<file path="src/shifter_defs.svh">
`ifndef SHIFTER_DEFS_SVH
`define SHIFTER_DEFS_SVH

// =====================================================
// Encoding fields.
`define MAJOR_GROUP_ZERO       6'h00
`define MAJOR_MSB              31
`define MAJOR_LSB              26
`define SRC_TWO_MSB            25
`define SRC_TWO_LSB            21
`define SRC_ONE_MSB            20
`define SRC_ONE_LSB            16
`define DEST_MSB               15
`define DEST_LSB               11
`define MINOR_MSB              10
`define MINOR_LSB              0
`define EXT_MSB                5
`define EXT_LSB                0
`define SUB_MSB                11
`define SUB_LSB                6
`define IMM4_MSB               15
`define IMM4_LSB               12
`define IMM5_MSB               15
`define IMM5_LSB               11
`define OP_HALF_ASV            11'b00110001101
`define OP_HALF_ARSV           11'b10110001101
`define OP_BYTE_ASV            11'b00111001101
`define OP_BYTE_ARSV           11'b10111001101
`define EXTENDED_MINOR_GROUP   6'b111100
`define SUB_HALF_LSI           6'b001111
`define OP_WORD_ARSV           11'b00010010101
`define OP_WORD_ARSI           11'b01011110101
`endif

</file>
<file path="src/shifter_pkg.sv">
package shifter_pkg;
  typedef enum logic [2:0] {
    op_none,
    op_word_round_imm,
    op_word_round_var,
    op_half_arith,
    op_byte_arith,
    op_half_logic_imm
  } op_kind_type;

  typedef struct packed {
    logic [31:0] result;
    logic        wr_en;
    logic        ri_trap;
    logic        dsp_trap;
    logic [4:0]  dest;
  } state_type;
endpackage

</file>
<file path="src/lane_if.sv">
interface lane_if;
  logic [31:0] operand;
  logic [4:0]  count;
  logic [1:0]  lane_size;
  logic        arith;
  logic        round;
  logic [31:0] result;
  modport core (output operand, count, lane_size, arith, round,
                input result);
  modport unit (input operand, count, lane_size, arith, round,
                output result);
endinterface

</file>
<file path="src/dsp_vector_right_shifter.sv">
`include "shifter_defs.svh"
module dsp_vector_right_shifter
  import shifter_pkg::*;
(
  input  wire logic        core_clk,
  input  wire logic        srst,
  input  wire logic        issue_valid,
  input  wire logic [31:0] instr_word,
  input  wire logic [31:0] src_one_value,
  input  wire logic [31:0] src_two_value,
  input  wire logic        dsp_enable,
  output logic [31:0]      result_data,
  output logic             result_write,
  output logic [4:0]       dest_index,
  output logic             reserved_trap,
  output logic             dsp_disabled_trap
);
  // =====================================================
  // Decode.
  op_kind_type kind;
  logic        round_sel;
  logic [10:0] minor;
  logic [5:0]  ext;
  logic [5:0]  sub;
  logic [4:0]  dest_sel;
  lane_if      lanes ();
  state_type   st_q;
  state_type   st_d;

  assign minor = instr_word[`MINOR_MSB:`MINOR_LSB];
  assign ext   = instr_word[`EXT_MSB:`EXT_LSB];
  assign sub   = instr_word[`SUB_MSB:`SUB_LSB];

  always_comb begin
    kind      = op_none;
    round_sel = 1'b0;
    dest_sel  = instr_word[`DEST_MSB:`DEST_LSB];
    if (instr_word[`MAJOR_MSB:`MAJOR_LSB] != `MAJOR_GROUP_ZERO) begin
      kind = op_none;
    end else if (minor == `OP_HALF_ASV) begin
      kind = op_half_arith;
    end else if (minor == `OP_HALF_ARSV) begin
      kind      = op_half_arith;
      round_sel = 1'b1;
    end else if (minor == `OP_BYTE_ASV) begin
      kind = op_byte_arith;
    end else if (minor == `OP_BYTE_ARSV) begin
      kind      = op_byte_arith;
      round_sel = 1'b1;
    end else if (minor == `OP_WORD_ARSV) begin
      kind      = op_word_round_var;
      round_sel = 1'b1;
    end else if (minor == `OP_WORD_ARSI) begin
      kind      = op_word_round_imm;
      round_sel = 1'b1;
      dest_sel  = instr_word[`SRC_TWO_MSB:`SRC_TWO_LSB];
    end else if (sub == `SUB_HALF_LSI && ext == `EXTENDED_MINOR_GROUP) begin
      kind     = op_half_logic_imm;
      dest_sel = instr_word[`SRC_TWO_MSB:`SRC_TWO_LSB];
    end
  end

  // =====================================================
  // Operand steering.
  always_comb begin
    lanes.operand   = src_two_value;
    lanes.count     = src_one_value[4:0];
    lanes.lane_size = 2'd2;
    lanes.arith     = 1'b1;
    lanes.round     = round_sel;
    case (kind)
      op_word_round_imm: begin
        lanes.operand = src_one_value;
        lanes.count   = instr_word[`IMM5_MSB:`IMM5_LSB];
      end
      op_half_arith: begin
        lanes.lane_size = 2'd1;
        lanes.count     = {1'b0, src_one_value[3:0]};
      end
      op_byte_arith: begin
        lanes.lane_size = 2'd0;
        lanes.count     = {2'b00, src_one_value[2:0]};
      end
      op_half_logic_imm: begin
        lanes.operand   = src_one_value;
        lanes.lane_size = 2'd1;
        lanes.arith     = 1'b0;
        lanes.count     = {1'b0, instr_word[`IMM4_MSB:`IMM4_LSB]};
      end
      default: begin
        lanes.round = round_sel;
      end
    endcase
  end

  lane_shift_unit u_lane (
    .lanes (lanes.unit)
  );

  // =====================================================
  // Result register.
  always_comb begin
    st_d      = '0;
    st_d.dest = st_q.dest;
    if (issue_valid) begin
      st_d.dest = dest_sel;
      if (kind == op_none) begin
        st_d.ri_trap = 1'b1;
      end else if (!dsp_enable) begin
        st_d.dsp_trap = 1'b1;
      end else begin
        st_d.result = lanes.result;
        st_d.wr_en  = 1'b1;
      end
    end
  end

  always_ff @(posedge core_clk) begin
    if (srst) begin
      st_q <= '0;
    end else begin
      st_q <= st_d;
    end
  end

  assign result_data       = st_q.result;
  assign result_write      = st_q.wr_en;
  assign reserved_trap     = st_q.ri_trap;
  assign dsp_disabled_trap = st_q.dsp_trap;
  assign dest_index        = st_q.dest;
endmodule

</file>
<file path="src/lane_shift_unit.sv">
module lane_shift_unit (
  lane_if.unit lanes
);
  // =====================================================
  // Per-lane shifter with element widths of 8, 16 or 32 bits.
  logic [31:0] word_res;
  logic [31:0] half_res;
  logic [31:0] byte_res;

  function automatic logic [31:0] shr_elem(input logic [31:0] a,
                                           input logic [4:0]  s,
                                           input int          w,
                                           input logic        ar,
                                           input logic        rn);
    logic [32:0] ext;
    logic [32:0] sum;
    logic        sgn;
    ext = '0;
    sum = '0;
    sgn = ar & a[w-1];
    if (s == 5'h0) begin
      shr_elem = a;
    end else begin
      for (int i = 0; i <= 32; i++) begin
        if (i <= w) begin
          if (i + int'(s) - 1 < w) ext[i] = (i + int'(s) == 0) ? 1'b0 :
                                            a[i + int'(s) - 1];
          else ext[i] = sgn;
        end
      end
      sum = ext + (rn ? 33'h0_0000_0001 : 33'h0);
      shr_elem = sum[32:1] & ((w == 32) ? 32'hFFFF_FFFF :
                 ((32'h0000_0001 << w) - 32'h0000_0001));
    end
  endfunction

  assign word_res = shr_elem(lanes.operand, lanes.count, 32, lanes.arith,
                             lanes.round);

  genvar g;
  generate
    for (g = 0; g < 2; g++) begin : g_half
      logic [31:0] t;
      assign t = shr_elem({16'h0000, lanes.operand[16*g +: 16]},
                          {1'b0, lanes.count[3:0]}, 16, lanes.arith,
                          lanes.round);
      assign half_res[16*g +: 16] = t[15:0];
    end
    for (g = 0; g < 4; g++) begin : g_byte
      logic [31:0] t;
      assign t = shr_elem({24'h00_0000, lanes.operand[8*g +: 8]},
                          {2'b00, lanes.count[2:0]}, 8, lanes.arith,
                          lanes.round);
      assign byte_res[8*g +: 8] = t[7:0];
    end
  endgenerate

  assign lanes.result = (lanes.lane_size == 2'd2) ? word_res :
                        (lanes.lane_size == 2'd1) ? half_res : byte_res;
endmodule

</file>
<file path="config.mk">
export PLATFORM = sky130hd
export DESIGN_NAME = dsp_vector_right_shifter
export DESIGN_NICKNAME = d
export VERILOG_FILES = /design/src/shifter_pkg.sv /design/src/lane_if.sv /design/src/dsp_vector_right_shifter.sv /design/src/lane_shift_unit.sv
export VERILOG_INCLUDE_DIRS = /design/src
export SDC_FILE = /design/constraint.sdc
export NUM_CORES = 1
export LEC_CHECK = 0
export BUFFER_PORTS_ARGS = -buffer_cell sky130_fd_sc_hd__buf_4
export CORE_MARGIN = 8
export CORE_UTILIZATION = 50
export DETAILED_ROUTE_END_ITERATION = 7
export PLACE_DENSITY = 0.71
export SLEW_MARGIN = 20
export SYNTH_ARGS = -nofsm -noshare
export SYNTH_HDL_FRONTEND = slang
export SYNTH_SLANG_ARGS = --single-unit
</file>
<file path="constraint.sdc">
create_clock -name core_clk -period 10.2 [get_ports core_clk]
set_input_delay 2.04 -clock core_clk [delete_from_list [all_inputs] [get_ports core_clk]]
set_output_delay 2.04 -clock core_clk [all_outputs]
set_load 0.05 [all_outputs]
</file>
==> impl_metrics.yaml <==
global_route:
  grt_start_max_net_pins: 51
  grt_pass1_wl_um: 113000
  antenna_found_initial: 3
  grt_pass1_vias: 17219
  grt_overflow: 0
  grtUsageTotal_pct: 41.6
clock_tree:
  htreeDepth: 2
  cts_resized: 0
  clockBufferDepth: 2
  cts_made_buffers: 5
  cts_sinks: 40
  clk_latency_ns: 0.30
  post_cts_buffers: 0
  cts_tree: "built"
  clk_pin_slew_worst_paths_ns: 0.07
  cts_root_buf: "clkbuf_16"
  ctsHoldBuffers: 0
synth:
  syn_avg_cell_area_sq_um: 7.08
  synth.largest_area_cell: "mux2i_1"
  syn_area_sq_um: 14800
  synth_ff_type: "dfxtp_1"
  synthTopCellsByArea: "mux2i_1 (8.6%), ha_1 (7.2%), nand2_1 (5.5%)"
  synth_top_area_share_pct: 8.56
  synth-seq-cells: 40
  syn-instance-count: 2096
  async_flop_share_pct: 0
  ys_seq_area_share_pct: 5.39
  yosysWarnings: 0
  synth_edf_count: 0
  synth_fp_nets: 2281
  yosysUniqueCellTypes: 108
floorplan:
  initial_utilization_pct: 50.4
  chipWidth_um: 188
  dieArea_sq_um: 35500
  die_h_um: 188
  pin_count: 140
  num_rows: 63
  core_sq_um: 29500
detailed_routing:
  vias: 18708
  first_iter_violations: 2679
  wl_per_cell_um: 30.1
  drc: 0
  postRouteAntennaNets: 0
  drtPass1Iterations: 6
  vias_per_cell: 7.27
  drt-total-wl_um: 77400
timing:
  drv_slew: 0
  rsz0062_at_grt: "false"
  hold_viol_final: 0
  finalSetupViolCount: 0
  fmax_ghz: 0.102
  tns_ns: 0
  fin_crit_sh_pct: 96.2
  fin_crit_ns: 9.82
  skew_ns: 0
  worst_slew_margin_rel_pct: 24.5
  tightestPinTransition_ns: 1.12
min_path:
  hold_class: "reg -> reg"
setup_path:
  critical_path.endpoint_type: "register"
  crit_family: "simple AND/OR/NAND/NOR gates"
  max_stage_delay_ns: 0.72
  critPathKind: "in -> reg"
  worst_path_max_delay_cell: "nor4_1"
  cp_max_fo: 16
  critPathBufInv: 4
  start_kind: "input port"
  arrival_ns: 9.96
  required_ns: 10.34
  crit_top_cell: "mux2i_1"
  crit_chain: "buf_4, nand4bb_1, nor4_1, o2111a_1, nor3_1, buf_4, ha_1, clkinv_1, nor3_1, or2_1, mux2i_1, mux2i_1, mux2i_1, o221ai_1, and2_1, ha_1, inv_1, a2111oi_2, nand4b_1, nor2_2, nand3_1, xnor2_1, a221oi_1"
power_and_ir_drop:
  fin_total_pwr_mw: 1.46
  power.density_nw_per_um2: 88.3
  vdd_drop_max_uv: 58.5
  p_leak_nw: 6.82
final_layout:
  layout-drive-gt1-share_pct: 16.6
  final_cells: 2575
  postLayoutCellArea_sq_um: 16600
  multi_input_comb_area_sq_um: 13300
  nets: 2370
  ff_latch_area_sq_um: 801
  mostFrequentLayoutCells: "nand2_1 (214), buf_4 (200), nor2_1 (168), a21oi_1 (143), mux2i_1 (126)"
  area_delta_synth_final_pct: 11.5
  n_antenna_cell: 0
  layout_commonest_cell: "nand2_1"
  fillerInstances: 2932
status:
  run_status: "finished, final reports clean"
job:
  drv_cap: 0
placed_design:
  place_area_sq_um: 16400
  io_buffer_count: 134
  gp_congestion: 1.09
  placed_cells_incl_taps: 2567
  place.detailed.hpwl_um: 61700
## state kept, by name (all words and copies together), names as in the netlist
register and flops:
result_data 32, dest_index 5, dsp_disabled_trap 1, reserved_trap 1, result_write 1
## synthesized netlist by cell type, types with 26 or more instances
master      n
nand2_1   216
nor2_1    169
a21oi_1   143
mux2i_1   127
o21ai_0   106
xnor2_1    88
ha_1       85
clkbuf_1   76
nand3_1    75
nor3_1     67
inv_1      65
o22ai_1    62
mux2_2     45
dfxtp_1    40
xor2_1     38
a211oi_1   36
nor2b_1    34
o211ai_1   32
mux4_2     31
a31oi_1    29
nand4_1    28
and2_1     26
buf_2      26
## through the flow
stage               hold slack [ns]  utilization, %  setup slack, ns
floorplan                     0.694               -             1.43
global placement              0.474            55.6            0.742
detailed placement            0.481            55.6            0.578
CTS                           0.490            56.1            0.884
global route                  0.506            56.1            0.132
finish                        0.492            56.1            0.383
## cells by family (layout without fill, tap and decap cells)
logic type,after synthesis,in the layout,synth area share (%)
buffers and inverters,193,282,5.25
AO/OA/AOI/OAI,666,666,31.1
flip-flops,40,40,5.39
XOR/XNOR,130,130,7.95
AND/OR/NAND/NOR,778,778,26.4
adder cells (fa/ha/maj),85,85,7.16
multiplexers,204,204,16.8
## layer usage
| metal | vias up | routed length [um] | track usage, % |
|---|---|---|---|
| met4 | 2 | 6110 | 26.9 |
| li1 | 8173 | - | - |
| met2 | 1397 | 31300 | 60.9 |
| met1 | 8814 | 29300 | 52.5 |
| met3 | 322 | 10600 | 12.3 |
| met5 | - | 10 | 0 |
## tightest hold or removal path, cell delays in order (launching register included)
cell and delay [ns]:
dfxtp_1 0.31, nor2_1 0.08, a311oi_1 0.05
## path summary, 6_finish.rpt
kind	cells past startpoint	end	startpoint	slack, ns
max	23	result_data[19]$_SDFF_PP0_	instr_word[1]	0.38
min	2	dest_index[2]$_SDFFE_PP0P_	dest_index[2]$_SDFFE_PP0P_	0.49
max reg2reg	2	dest_index[1]$_SDFFE_PP0P_	dest_index[1]$_SDFFE_PP0P_	9.49
min reg2reg	2	dest_index[2]$_SDFFE_PP0P_	dest_index[2]$_SDFFE_PP0P_	0.49
## area by class of cell
class,count,area share (%)
clock inverter,2,0.0756
tap,390,2.95
clock buffer,5,0.756
multi-input combinational,1863,80.5
sequential,40,4.84
inverter,74,1.68
timing repair buffer,201,9.19
## report_power, final
| part | switching, mW | total, mW | internal, mW |
|---|---|---|---|
| logic | 0.744 | 1.14 | 0.399 |
| registers | 0.000829 | 0.159 | 0.158 |
| clock network | 0.0712 | 0.160 | 0.0890 |
| total | 0.816 | 1.46 | 0.646 |
No activity file was read; power rests on OpenSTA's default activity.
